===== config.mk =====
export PLATFORM = sky130hd
export DESIGN_NAME = sar_adc_serial_readout
export DESIGN_NICKNAME = d
export VERILOG_FILES = /design/src/sar_readout_pkg.sv /design/src/word_buf_if.sv /design/src/result_buffer.sv /design/src/sar_adc_serial_readout.sv
export VERILOG_INCLUDE_DIRS = /design/src
export SDC_FILE = /design/constraint.sdc
export NUM_CORES = 1
export LEC_CHECK = 0
export ABC_AREA = 1
export BUFFER_PORTS_ARGS = -buffer_cell sky130_fd_sc_hd__buf_2
export CAP_MARGIN = 40
export CORE_ASPECT_RATIO = 1.5
export CORE_UTILIZATION = 60
export CTS_BUF_LIST = sky130_fd_sc_hd__clkbuf_2 sky130_fd_sc_hd__clkbuf_4 sky130_fd_sc_hd__clkbuf_8
export CTS_CLUSTER_SIZE = 16
export DETAILED_ROUTE_END_ITERATION = 6
export PLACE_DENSITY = 0.84
export SETUP_SLACK_MARGIN = 0.1
export SYNTH_ARGS = -nofsm -noshare
export SYNTH_HDL_FRONTEND = slang
export SYNTH_SLANG_ARGS = --single-unit

===== constraint.sdc =====
create_clock -name core_clk -period 2.9 [get_ports core_clk]
set_clock_uncertainty 0.1 [all_clocks]
set_input_delay 0.29 -clock core_clk [delete_from_list [all_inputs] [get_ports core_clk]]
set_output_delay 0.29 -clock core_clk [all_outputs]
set_load 0.03 [all_outputs]

===== src/sar_readout_defs.svh =====
// constants for the serial result readout of the sar converter
// assumes inclusion by bare name from the design and bench files
`ifndef SAR_READOUT_DEFS_SVH
`define SAR_READOUT_DEFS_SVH
`define RESULT_BITS        18
`define CONV_TIME_NS       527
`define CLK_PERIOD_NS      25
// longest conversion time rounds down to whole cycles
`define CONV_CYCLES        (`CONV_TIME_NS / `CLK_PERIOD_NS)
`define RESULT_RESET       18'h00000
`endif


===== src/sar_readout_pkg.sv =====
// types shared by the serial result readout files
// assumes sar_readout_defs.svh is on the include path
package sar_readout_pkg;
	typedef enum logic [1:0]
	{
		ST_IDLE = 2'b00,
		ST_CONV = 2'b01
	} conv_state_t;
	typedef logic [17:0] result_t;
endpackage


===== src/word_buf_if.sv =====
// valid/ready handshake carrying one result word between modules
// assumes a single clock domain shared by both ends
`timescale 1ns/10ps
`default_nettype none
interface word_buf_if;
	logic          valid;
	logic          ready;
	logic [17:0]   data;
	modport source
	(
		output valid,
		output data,
		input  ready
	);
	modport sink
	(
		input  valid,
		input  data,
		output ready
	);
endinterface
`default_nettype wire


===== src/result_buffer.sv =====
// two-entry buffer that holds converted results until the shifter loads
// assumes core_clk domain, clock enable freezes all state
`timescale 1ns/10ps
`default_nettype none
module result_buffer
#(
	parameter int WIDTH = 18,
	parameter int DEPTH = 2
)
(
	input  wire logic  core_clk,
	input  wire logic  reset,
	input  wire logic  clk_en,
	word_buf_if.sink   in_side,
	word_buf_if.source out_side
);
	initial
	begin
		if (DEPTH != 2 || WIDTH != 18)
			$error("result_buffer serves two 18-bit entries");
	end

	logic [WIDTH-1:0] slot [DEPTH];
	logic             wr_ptr;
	logic             rd_ptr;
	logic [1:0]       count;
	wire              push = in_side.valid && in_side.ready;
	wire              pop  = out_side.valid && out_side.ready;

	// honest full and empty
	assign in_side.ready  = (count != 2'h2);
	assign out_side.valid = (count != 2'h0);
	assign out_side.data  = slot[rd_ptr];

	// storage and pointers
	always_ff @(posedge core_clk or posedge reset)
	begin
		if (reset)
		begin
			slot[0] <= '0;
			slot[1] <= '0;
			wr_ptr  <= 1'b0;
			rd_ptr  <= 1'b0;
			count   <= 2'h0;
		end
		else if (clk_en)
		begin
			if (push)
			begin
				slot[wr_ptr] <= in_side.data;
				wr_ptr       <= ~wr_ptr;
			end
			if (pop)
				rd_ptr <= ~rd_ptr;
			count <= count + {1'b0, push} - {1'b0, pop};
		end
	end

	count_range_a: assert property (@(posedge core_clk) disable iff (reset)
		count <= 2'h2)
		else $error("buffer count out of range");
endmodule
`default_nettype wire


===== src/sar_adc_serial_readout.sv =====
// serial result readout of an 18-bit sar converter, device side
// assumes shift clock, convert start and select arrive asynchronously;
// result_data comes from the converter core on core_clk
`timescale 1ns/10ps
`default_nettype none
`include "sar_readout_defs.svh"

// Summary of operation
// - select low puts msb out three core clocks later
// - daisy mode keeps output always driven
// - daisy mode select becomes serial input
// - upstream msb emerges after 18 shifts
// - serial input captured on each rising edge
// - normal mode: select high floats output
// - output changes on rising shift edge
// - start edge begins unrestartable busy conversion
// - msb present when busy falls
module sar_adc_serial_readout
	import sar_readout_pkg::*;
#(
	parameter int BITS        = `RESULT_BITS,
	parameter int CONV_CYCLES = `CONV_CYCLES
)
(
	input  wire logic                   core_clk,
	input  wire logic                   reset,
	input  wire logic                   clk_en,
	input  wire logic                   convert_start,
	input  wire logic                   shift_clk,
	input  wire logic                   read_select_or_cascade_in,
	input  wire logic                   chain_mode,
	input  wire sar_readout_pkg::result_t result_data,
	output logic                        busy,
	output logic                        serial_out,
	output logic                        serial_out_en
);
	import sar_readout_pkg::*;

	initial
	begin
		if (BITS != 18 || CONV_CYCLES < 2 || CONV_CYCLES > 65535)
			$error("readout serves 18 bits and 2 to 65535 cycles");
	end

	// two-flop synchronisers for all outside pins
	logic [1:0] cnv_s;
	logic [1:0] sck_s;
	logic [1:0] sel_s;
	logic [1:0] mode_s;
	logic       cnv_d;
	logic       sck_d;
	always_ff @(posedge core_clk or posedge reset)
	begin
		if (reset)
		begin
			cnv_s  <= 2'h0;
			sck_s  <= 2'h0;
			sel_s  <= 2'h3;
			mode_s <= 2'h0;
			cnv_d  <= 1'b0;
			sck_d  <= 1'b0;
		end
		else if (clk_en)
		begin
			cnv_s  <= {cnv_s[0], convert_start};
			sck_s  <= {sck_s[0], shift_clk};
			sel_s  <= {sel_s[0], read_select_or_cascade_in};
			mode_s <= {mode_s[0], chain_mode};
			cnv_d  <= cnv_s[1];
			sck_d  <= sck_s[1];
		end
	end

	// decoded edges and levels
	wire cnv_rise  = cnv_s[1] && !cnv_d;
	wire sck_rise  = sck_s[1] && !sck_d;
	wire daisy     = mode_s[1];
	wire sel_level = sel_s[1];

	// conversion timer
	conv_state_t state;
	conv_state_t next_state;
	logic [15:0] conv_cnt;
	word_buf_if  to_buf ();
	word_buf_if  from_buf ();
	wire conv_done = (state == ST_CONV) && (conv_cnt == 16'h0001);
	wire push_word = (state == ST_CONV) && (conv_cnt == 16'h0002);
	wire start_ok  = cnv_rise && (state == ST_IDLE);

	always_comb
	begin
		case (state)
			ST_IDLE: next_state = start_ok ? ST_CONV : ST_IDLE;
			ST_CONV: next_state = conv_done ? ST_IDLE : ST_CONV;
			default: next_state = ST_IDLE;
		endcase
	end

	always_ff @(posedge core_clk or posedge reset)
	begin
		if (reset)
		begin
			state    <= ST_IDLE;
			conv_cnt <= 16'h0000;
		end
		else if (clk_en)
		begin
			state <= next_state;
			if (start_ok)
				conv_cnt <= 16'(CONV_CYCLES);
			else if (state == ST_CONV && conv_cnt != 16'h0001)
				conv_cnt <= conv_cnt - 16'h0001;
		end
	end

	// result enters the buffer a cycle early so the msb is out as busy falls
	assign to_buf.valid = push_word;
	assign to_buf.data  = result_data;

	result_buffer #(
		.WIDTH (BITS),
		.DEPTH (2)
	) u_buf (
		.core_clk (core_clk),
		.reset    (reset),
		.clk_en   (clk_en),
		.in_side  (to_buf.sink),
		.out_side (from_buf.source)
	);

	// shifter takes a word whenever the next state is idle and a word waits
	logic [17:0] shreg;
	wire         busy_next_hi = (next_state == ST_CONV);
	wire         load = from_buf.valid && !busy_next_hi;
	assign from_buf.ready = !busy_next_hi;

	// busy mirrors the conversion state
	always_ff @(posedge core_clk or posedge reset)
	begin
		if (reset)
			busy <= 1'b0;
		else if (clk_en)
			busy <= busy_next_hi;
	end

	// shift register: load at conversion end, shift on rising shift clock
	always_ff @(posedge core_clk or posedge reset)
	begin
		if (reset)
		begin
			shreg    <= `RESULT_RESET;
		end
		else if (clk_en)
		begin
			if (load)
			begin
				shreg    <= from_buf.data;
			end
			else if (sck_rise)
			begin
				// daisy takes the cascade bit in behind
				shreg    <= {shreg[16:0], daisy ? sel_level : 1'b0};
			end
		end
	end

	// output pin: msb straight out, enable by mode and select
	wire next_en = daisy ? 1'b1 : !sel_level;
	always_ff @(posedge core_clk or posedge reset)
	begin
		if (reset)
		begin
			serial_out    <= 1'b0;
			serial_out_en <= 1'b0;
		end
		else if (clk_en)
		begin
			serial_out    <= load ? from_buf.data[17] : shreg[17];
			serial_out_en <= next_en;
		end
	end

	daisy_driven_a: assert property (@(posedge core_clk) disable iff (reset)
		clk_en && daisy |=> serial_out_en)
		else $error("daisy mode output not driven");
	select_float_a: assert property (@(posedge core_clk) disable iff (reset)
		clk_en && !daisy && sel_level |=> !serial_out_en)
		else $error("output driven while deselected");
	select_drive_a: assert property (@(posedge core_clk) disable iff (reset)
		clk_en && !daisy && !sel_level |=> serial_out_en)
		else $error("output floats while selected");
	no_restart_a: assert property (@(posedge core_clk) disable iff (reset)
		clk_en && state == ST_CONV && cnv_rise && !conv_done
		|=> state == ST_CONV && conv_cnt == $past(conv_cnt) - 16'h0001)
		else $error("conversion restarted");
	busy_start_a: assert property (@(posedge core_clk) disable iff (reset)
		clk_en && start_ok |=> busy)
		else $error("busy did not rise on start");
	msb_load_a: assert property (@(posedge core_clk) disable iff (reset)
		clk_en && load |=> shreg == $past(from_buf.data))
		else $error("result not loaded");
	shift_in_a: assert property (@(posedge core_clk) disable iff (reset)
		clk_en && !load && sck_rise && daisy
		|=> shreg[0] == $past(sel_level)
			&& shreg[17:1] == $past(shreg[16:0]))
		else $error("cascade bit not shifted in");
	out_follow_a: assert property (@(posedge core_clk) disable iff (reset)
		clk_en && !load |=> serial_out == $past(shreg[17]))
		else $error("output does not follow shift msb");
	// core result must already be on the pin at the busy fall
	msb_at_fall_a: assert property (@(posedge core_clk) disable iff (reset)
		clk_en && conv_done
		|=> !busy && serial_out == $past(result_data[17], 2))
		else $error("msb missing as busy falls");
	zero_fill_a: assert property (@(posedge core_clk) disable iff (reset)
		clk_en && !load && sck_rise && !daisy
		|=> shreg == {$past(shreg[16:0]), 1'b0})
		else $error("normal mode shift not zero filled");
endmodule
`default_nettype wire


[Yosys cells after proc, flatten, opt, wreduce, memory -nomap -nowiden]
Index checks and enable logic that the tools add are counted.
Widths: inputs -> output; s select.
Cells by class
  add/sub/neg operators: 3
  multipliers: 0
  divide/modulo/power cells: 0
  order comparisons: 3
  equality and inequality tests: 6
  shifts and indexed selects: 0
  mux-type cells: 16
  bitwise operators: 4
  reductions and logical operators: 21
Operator list (count)
  $mux 18: 6
  $bwmux 36: 1
  $mux 16: 2
  $demux 18 s1: 1
  $eq 16x1->1 const B: 1
  $eq 16x2->1 const B: 1
  $ne 16x1->1 const B: 1
  $sub 16x1->16 const B: 1
  $logic_and 1x1->1: 9
  $reduce_and 2->1: 4
  $reduce_bool 2->1: 3
  $mux 1: 5
  $eq 2x1->1 const B: 2
  $ge 2x2->1 const B: 2
  $logic_not 1->1: 4
  $not 1->2: 2
  $add 2x1->2: 1
  $logic_not 2->1: 1
  $lt 2x1->1 const B: 1
  $ne 2x2->1 const B: 1
  $not 1->1: 2
  $pmux 1 s2: 1
  $sub 2x1->2: 1
Word-level totals
  bits in registers: 89
  latch bits: 0
  memory bits (writable): 0
  memory bits (read-only): 0
  bits of input ports: 25
  word-level logic and storage cells: 70
  memories kept: 0

[Depth between registers and ports, before layout]
Gate-level depths: netlist of the first run.
  word-level depth: 10
  mapped depth: 16
  gate-level depth less buffers: 14

[By module]
Synthesis of the first run repeated with hierarchy kept, for this count alone.
Unflattened totals
  cells, all modules: 596
  area, all modules: 4588.2 um^2
By module, submodules not included
  sar_adc_serial_readout: instances 1, cells an instance 348, area an instance 2632.5 um^2
  result_buffer: instances 1, cells an instance 248, area an instance 1955.6 um^2

[Least setup slack after synthesis of the first run]
OpenSTA, ideal clock, no wires.
  path kind: reg2reg
  start point: register conv_cnt[1]
  end point: register u_buf.count[1]
  setup time: 0.131 ns
  arrival time: 2.007 ns
  setup slack: 0.663 ns
  stages on the path, launching flop included: 17
  buffers on the path: 2
  clock period less this slack: 2.237 ns
  path through: dfrtp_1 > inv_1 > ha_1 > nand2_1 > nor2_1 > nand2_1 > nand2_2 > buf_6 > nand3_4 > buf_6 > inv_1 > ha_1 > inv_1 > ha_1 > a21oi_1 > o21ai_0 > xor2_1
On the way
  word-level cells in the longest chain between the ends: 8
  elaborated cells on any way between the ends: 12
  classes of those cells: add/sub: 2; eq/ne: 3; mux: 2; reduce/logical: 5
RTL lines
  start: declaration: line sar_adc_serial_readout.sv:83  | logic [15:0] conv_cnt;
  start signal: assignment: line sar_adc_serial_readout.sv:110  | conv_cnt <= 16'(CONV_CYCLES);
  start signal: assignment: line sar_adc_serial_readout.sv:112  | conv_cnt <= conv_cnt - 16'h0001;
  $eq 16x1->1: line sar_adc_serial_readout.sv:86  | wire conv_done = (state == ST_CONV) && (conv_cnt == 16'h0001);
  $logic_and 1x1->1: line sar_adc_serial_readout.sv:86
  $mux 1: line sar_adc_serial_readout.sv:94  | ST_CONV: next_state = conv_done ? ST_IDLE : ST_CONV;
  $pmux 1 s2: line sar_adc_serial_readout.sv:92  | case (state)
  $eq 2x1->1: line sar_adc_serial_readout.sv:133  | wire busy_next_hi = (next_state == ST_CONV);
  $logic_not 1->1: line sar_adc_serial_readout.sv:135  | assign from_buf.ready = !busy_next_hi;
  $logic_and 1x1->1: line result_buffer.sv:28  | wire pop = out_side.valid && out_side.ready;
  $sub 2x1->2 (*): line result_buffer.sv:55  | count <= count + {1'b0, push} - {1'b0, pop};
  end signal: assignment: line result_buffer.sv:55
  end: declaration: line result_buffer.sv:26  | logic [1:0] count;
Every way passes the cells marked *; elsewhere a longest branch is shown, timed or not.
A chain may end at the register's enable or synchronous reset.

[Final worst setup path of the first run]
  start point: register state[0]
  end point: register u_buf.count[1]
On the way
  word-level cells in the longest chain between the ends: 8
  elaborated cells on any way between the ends: 14
  classes of those cells: add/sub: 2; eq/ne: 2; mux: 3; reduce/logical: 7
RTL lines
  start: declaration: line sar_adc_serial_readout.sv:81  | conv_state_t state;
  start signal: assignment: line sar_adc_serial_readout.sv:108  | state <= next_state;
  $eq 2x1->1 / $logic_not 2->1 (equally long branches)
  $logic_and 1x1->1 (on tied branches): line sar_adc_serial_readout.sv:86, sar_adc_serial_readout.sv:88
  $mux 1 (on tied branches): line sar_adc_serial_readout.sv:94, sar_adc_serial_readout.sv:93
  $pmux 1 s2: line sar_adc_serial_readout.sv:92
  $eq 2x1->1: line sar_adc_serial_readout.sv:133
  $logic_not 1->1: line sar_adc_serial_readout.sv:135
  $logic_and 1x1->1: line result_buffer.sv:28
  $sub 2x1->2 (*): line result_buffer.sv:55
Marks and branches as above.

==> results of run 1 <==
-- sequential cells by signal (all words and copies together), names as in the netlist --
| name | count |
|---|---|
| cnv_d | 1 |
| u_buf.slot | 36 |
| shreg | 18 |
| conv_cnt | 16 |
| u_buf.count | 2 |
| serial_out_en | 1 |
| serial_out | 1 |
| u_buf.wr_ptr | 1 |
| sel_s | 2 |
| u_buf.rd_ptr | 1 |
| mode_s | 2 |
| sck_d | 1 |
| sck_s | 2 |
| cnv_s | 2 |
| state | 1 |
-- path summary, 6_finish.rpt --
kind	startpoint	end	cells after the start
worst max-delay path	state[0]	u_buf.count[1]	10
worst min-delay path	read_select_or_cascade_in	sel_s[0]	3
worst max register to register	state[0]	u_buf.count[1]	10
worst min register to register	sel_s[0]	sel_s[0]	2
max in group asynchronous	reset	sel_s[0]	4
min in group asynchronous	reset	mode_s[0]	4
-- worst min-delay path, cell delays in order --
cell,delay (ps)
buf_2,100
nand2_1,50
nand2_1,50
-- synth_stat cells (all sizes together) --
library cell and instances:
clkbuf 9, o21ai 34, nand3 34, nand4 21, nand3b 7, xor2 9, a21o 1, and2 1
nor4b 1, clkinv 2, xnor2 1, nor2 45, a21oi 19, dfrtp 85, a31oi 1, buf 19
ha 5, nand2 231, nor3 1, dfstp 2, inv 40, or2 1
-- final cells by class --
cell class,instances,share of cell area (%)
Multi-Input combinational cell,412,39.7
Tap cell,97,2.52
Clock buffer,13,3.46
Clock inverter,3,0.364
Sequential cell,87,45.3
Inverter,42,3.30
Timing Repair Buffer,41,5.31
-- routing by layer --
metal	GRT usage [%]	routed length [um]	share of wire, %	up-vias
met5	0	0	0	-
met4	15.3	177	2.0	0
met3	4.98	304	3.4	20
met2	44.8	4600	52	71
met1	30.9	3780	43	1729
li1	-	-	-	1846
-- through the flow --
| step | instance area [um2] | setup slack (ps) | hold slack [ps] |
|---|---|---|---|
| after floorplan | 4420 | 263 | 286 |
| after global placement | 4610 | 727 | 322 |
| after detailed placement | 4610 | 673 | 326 |
| after CTS | 4810 | 654 | 15.4 |
| after global routing | 4810 | 504 | 22.3 |
| final | 4810 | 644 | 21.3 |
-- logic make-up (layout without fill, tap and decap cells) --
logic type | Yosys count | count (layout) | synth area share [%]
xor+xnor | 10 | 10 | 1.98
buf+inv | 70 | 99 | 7.40
flops | 87 | 87 | 49.4
simple gates | 342 | 342 | 33.4
compound gates | 55 | 55 | 6.49
fa+ha+maj | 5 | 5 | 1.42
-- power breakdown --
group	leakage (nW)	switching, mW	internal [mW]
combinational	1.37	1.06	0.591
clock	0.0963	0.419	0.375
sequential	1.17	0.245	1.55
==> impl_metrics.json, run 1 <==
{
  "vias": 3666,
  "syn-instance-count": 569,
  "hold_violations": 0,
  "drc": 0,
  "yosys_warnings": 0,
  "cts_made_buffers": 9,
  "start_util_pct": 63.2,
  "hpwl_um": 5970,
  "path_cells": "inv_1 -> nand3_2 -> nand3_4 -> inv_1 -> ha_1 -> inv_1 -> ha_1 -> a21oi_1 -> o21ai_0 -> xor2_1",
  "grt_pass1_vias": 3694,
  "grtUsageTotal_pct": 26.4,
  "syn_nets": 599,
  "irDropWorstVdd_uv": 470,
  "clock_latency_ps": 360,
  "slew_headroom_pct": 69.0,
  "synth_area_per_cell_um2": 7.76,
  "routed_via_density": 5.27,
  "crit_family": "simple AND/OR/NAND/NOR gates",
  "worstPathArrival_ps": 2390,
  "antenna_found_initial": 0,
  "clk_pin_slew_worst_paths_ps": 80,
  "grt_max_degree": 88,
  "pwr_density_cell_nw_per_um2": 881,
  "clockRootBuffer": "clkbuf_8",
  "synthesis.area_um2": 4420,
  "dpl.cell_count": 678,
  "worst_ep_required_time_ps": 3040,
  "die_h_um": 107,
  "reg2reg_setup_slack_ps": 640,
  "critPathBufInv": 3,
  "status": "completed",
  "slowest_stage": "dfrtp_1",
  "cp-end-kind": "flip-flop",
  "rsz0062_at_grt": "false",
  "stdcell_count": 695,
  "post_cts.repair.setup_buffers": 0,
  "multi_input_comb_area_um2": 1910,
  "synth_seq_cells": 87,
  "synth_top_cell_area_share_pct": 48.2,
  "fin_crit_ps": 2260,
  "critPathMaxStageDelay_ps": 430,
  "start_kind": "flip-flop",
  "yosysSeqAreaShare_pct": 49.4,
  "path_common_cell": "inv_1",
  "wl_um": 8860,
  "setup_viol_count_final": 0,
  "wire_per_inst_um": 12.8,
  "port_buffers": 27,
  "hp-class": "in -> reg",
  "leakagePower_nw": 2.63,
  "top_level_ports": 28,
  "final.setup.tns_ps": 0,
  "drive_gt1_share_pct": 12.4,
  "rows": 37,
  "cts_resized": 0,
  "netlist.top_cell.by_area": "dfrtp_1",
  "die_w_um": 72.0,
  "grt_overflow": 0,
  "cts.sinks": 87,
  "grt_pass1_wl_um": 15800,
  "first_pass_iters": 4,
  "clock_path_buffers": 2,
  "critical_path_class": "reg -> reg",
  "dieArea_um2": 7710,
  "area_growth_pct": 8.90,
  "cts_tree": "built",
  "drt-initial-drc-count": 241,
  "yosys-top-cells-area": "dfrtp_1 (48%), nand2_1 (19%), nand3_1 (3.5%)",
  "worst_pin_slew_ps": 458,
  "ys_types": 34,
  "regArea_um2": 2180,
  "fin_util_pct": 68.8,
  "place_congestion": 0.820,
  "coreArea_um2": 6990,
  "p_total_mw": 4.24,
  "nets": 623,
  "max_freq_ghz": 0.443,
  "antenna_left": 0,
  "maxCapViolations": 0,
  "layout_commonest_cell": "nand2_1",
  "final_cell_mix": "nand2_1 (228), dfrtp_1 (85), nor2_1 (41), inv_1 (38), nand3_1 (31)",
  "ctsHoldBuffers": 1,
  "worstPathMaxFanout": 17,
  "htree_levels": 3,
  "maxSlewViolCount": 0,
  "insertedDiodeCount": 0,
  "finalCritPeriodShare_pct": 77.8,
  "fill_cells": 588
}
Power figures use the tool's default switching activity.
==> run 2, diff against run 1 <==
Settings changed: ABC_AREA 1 to 0, CORE_UTILIZATION 60 to 56, PLACE_DENSITY 0.84 to 0.83.
Clock period 2.9 ns to 1.9 ns, I/O delays scaled along.
==> run 2 against run 1 <==
Net effect: the flow now finishes with violations (negative setup slack); non-clock buffer count up 82; sequential share of layout area down 6.3 points; sequential power up 32%; maximum frequency down 1.1%; combinational power up 59%; critical path depth down 1; clock power up 43%; synthesized area down 8.6%; die area down 2.0%; final cell count down 25%; routed wire length up 32%; utilization up 12 points; largest power group is now combinational cells.
==> impl_metrics.json, run 2 <==
{
  "status": "finished, violations left",
  "violations": "negative setup slack",
  "grt_overflow": 0,
  "antenna_left": 0,
  "yosysMostFrequentCell": "dfrtp_1",
  "ys.flop_type": "dfrtp_1",
  "netlist.top_cell.by_area": "dfrtp_1",
  "yosys-top-cells-count": "dfrtp_1 (85), mux2_2 (42), nor2_1 (29)",
  "coreArea_um2": 6900,
  "wire_per_inst_um": 22.5,
  "die_w_um": 71.3,
  "hpwl_um": 5910,
  "irDropWorstVdd_uv": 816,
  "worst_ep_required_time_ps": 2050,
  "die_h_um": 106,
  "hold_violations": 0,
  "reg_top3": "u_buf.slot x36, shreg x18, conv_cnt x16",
  "first_pass_iters": 4,
  "clock_path_buffers": 2,
  "place_congestion": 0.884,
  "cts_made_buffers": 9,
  "dpl.cell_count": 460,
  "routed_via_density": 6.27,
  "regMostFlops": "u_buf.slot",
  "dieArea_um2": 7560,
  "async_flop_share_pct": 100,
  "synth_top_cell_area_share_pct": 52.7,
  "rows": 37,
  "layout_commonest_cell": "dfrtp_1",
  "worst_pin_slew_ps": 537,
  "maxSlewViolCount": 0,
  "slew_headroom_pct": 64.2,
  "cts_tree": "built",
  "drc": 0,
  "syn-instance-count": 321,
  "htree_levels": 3,
  "stdcell_count": 522,
  "hp-class": "in -> reg",
  "fin_crit_ps": 2280,
  "synth_area_per_cell_um2": 12.6,
  "syn_nets": 351,
  "drt-initial-drc-count": 182,
  "holdWs_ps": 123,
  "setup_viol_count_final": 76,
  "grt_pass1_wl_um": 16000,
  "maxCapViolations": 0,
  "grt_max_degree": 44,
  "clockRootBuffer": "clkbuf_8",
  "finalWorstSetupSlack_ps": -382,
  "final_cell_mix": "dfrtp_1 (84), buf_4 (48), mux2_2 (35), nor2_1 (29), buf_2 (27)",
  "top_level_ports": 28,
  "antenna_found_initial": 0,
  "max_freq_ghz": 0.438,
  "worstPathArrival_ps": 2430,
  "synthesis.area_um2": 4040,
  "cp-end-kind": "flip-flop",
  "wl_um": 11700,
  "leakagePower_nw": 2.68,
  "nets": 471,
  "clk_pin_slew_worst_paths_ps": 90,
  "yosys_warnings": 0,
  "port_buffers": 27,
  "rsz0062_at_grt": "true",
  "synth_seq_cells": 87,
  "start_util_pct": 58.5,
  "pwr_density_cell_nw_per_um2": 1100,
  "worstPathMaxFanout": 7,
  "finalCritPeriodShare_pct": 120,
  "reg2reg_depth": 9,
  "holdPathStages": 3,
  "area_growth_pct": 38.5,
  "insertedDiodeCount": 0,
  "cts.sinks": 87,
  "vias": 3271,
  "critical_path_class": "reg -> reg",
  "grtUsageTotal_pct": 28.1,
  "ys_types": 52,
  "largest_reg_flops": 36,
  "grt_pass1_vias": 3403,
  "yosysSeqAreaShare_pct": 54.0,
  "start_kind": "flip-flop",
  "synth_edf_count": 0,
  "yosys-top-cells-area": "dfrtp_1 (53%), mux2_2 (12%), mux2i_1 (4.7%)",
  "clock_latency_ps": 370,
  "drive_gt1_share_pct": 46.2
}
==> run 2: changes by cell type after synthesis, sizes merged, moves of 8 or more <==
| cell | previous run | this run |
|---|---|---|
| a21oi | 19 | 4 |
| a221o | 0 | 17 |
| buf | 19 | 11 |
| inv | 40 | 12 |
| mux2 | 0 | 45 |
| mux2i | 0 | 19 |
| nand2 | 231 | 14 |
| nand3 | 34 | 4 |
| nand4 | 21 | 4 |
| nor2 | 45 | 29 |
| o21ai | 34 | 9 |
==> run 2: per-stage QoR <==
stage	setup slack (ps)	utilization, %	TNS (ps)	total power, mW	area, um2
4_1_cts	-273	76.8	-12040	5.58	5300
5_1_grt	-462	81.0	-24340	6.39	5590
3_5_place_dp	-290	67.2	-12210	4.14	4630
6_report	-382	81.0	-19650	6.14	5590
3_3_place_gp	-328	67.0	-10770	4.04	4620
2_1_floorplan	-295	-	-3790	3.41	4090
==> run 2: cell families after synthesis <==
logic type / after synthesis / share of synthesized area, %
compound gates: 47 / 9.61
xor+xnor: 9 / 1.95
fa+ha+maj: 5 / 1.55
buf+inv: 27 / 3.19
flops: 87 / 54.0
mux: 64 / 17.3
simple gates: 82 / 12.4
==> run 2: final timing paths <==
path	startpoint	endpoint	slack, ps
max	conv_cnt[12]	shreg[10]	-380
min	clk_en	sck_d	120
max reg2reg	conv_cnt[12]	shreg[10]	-380
min reg2reg	u_buf.slot[21]	u_buf.slot[21]	410
max in group asynchronous	reset	u_buf.slot[2]	690
min in group asynchronous	reset	conv_cnt[10]	340
==> run 2: what timing repair did <==
item                                    in CTS  in global routing
pin swaps                                   15                 20
setup buffers                               12                 12
gates cloned                                 2                  4
hold buffers                                23                  0
endpoints found under the setup margin      75                 76
resized for setup                           41                 38
hold endpoints to repair                    58                  0
==> run 2: routing by layer <==
| layer | global-route usage [%] | share of wire, % | up-vias |
|---|---|---|---|
| met5 | 0 | 0 | - |
| met4 | 16.1 | 3.3 | 0 |
| met3 | 4.55 | 4.2 | 33 |
| met2 | 49.0 | 56 | 126 |
| met1 | 32.3 | 36 | 1690 |
| li1 | - | - | 1422 |
==> run 2: power breakdown <==
group	internal, mW	total, mW	switching [mW]
Clock	0.502	1.14	0.642
Sequential	2.12	2.37	0.252
Combinational	1.31	2.63	1.31
==> run 2: area by class of cell <==
type / count / area [um2]
Inverter: 12 / 51.3
Sequential cell: 87 / 2180
Timing Repair Buffer: 123 / 1090
Clock inverter: 2 / 10.0
Clock buffer: 12 / 146
Fill cell: 348 / 1310
Multi-Input combinational cell: 208 / 2010
Tap cell: 78 / 97.6
==> run 2: worst max-delay path, stage by stage (launching register included) <==
cell and delay, ps:
dfrtp_1 410, nor4_4 330, buf_4 190, nand4_4 110
a21oi_4 210, buf_6 130, buf_8 120, nor3_4 70
buf_6 150, a221o_1 320
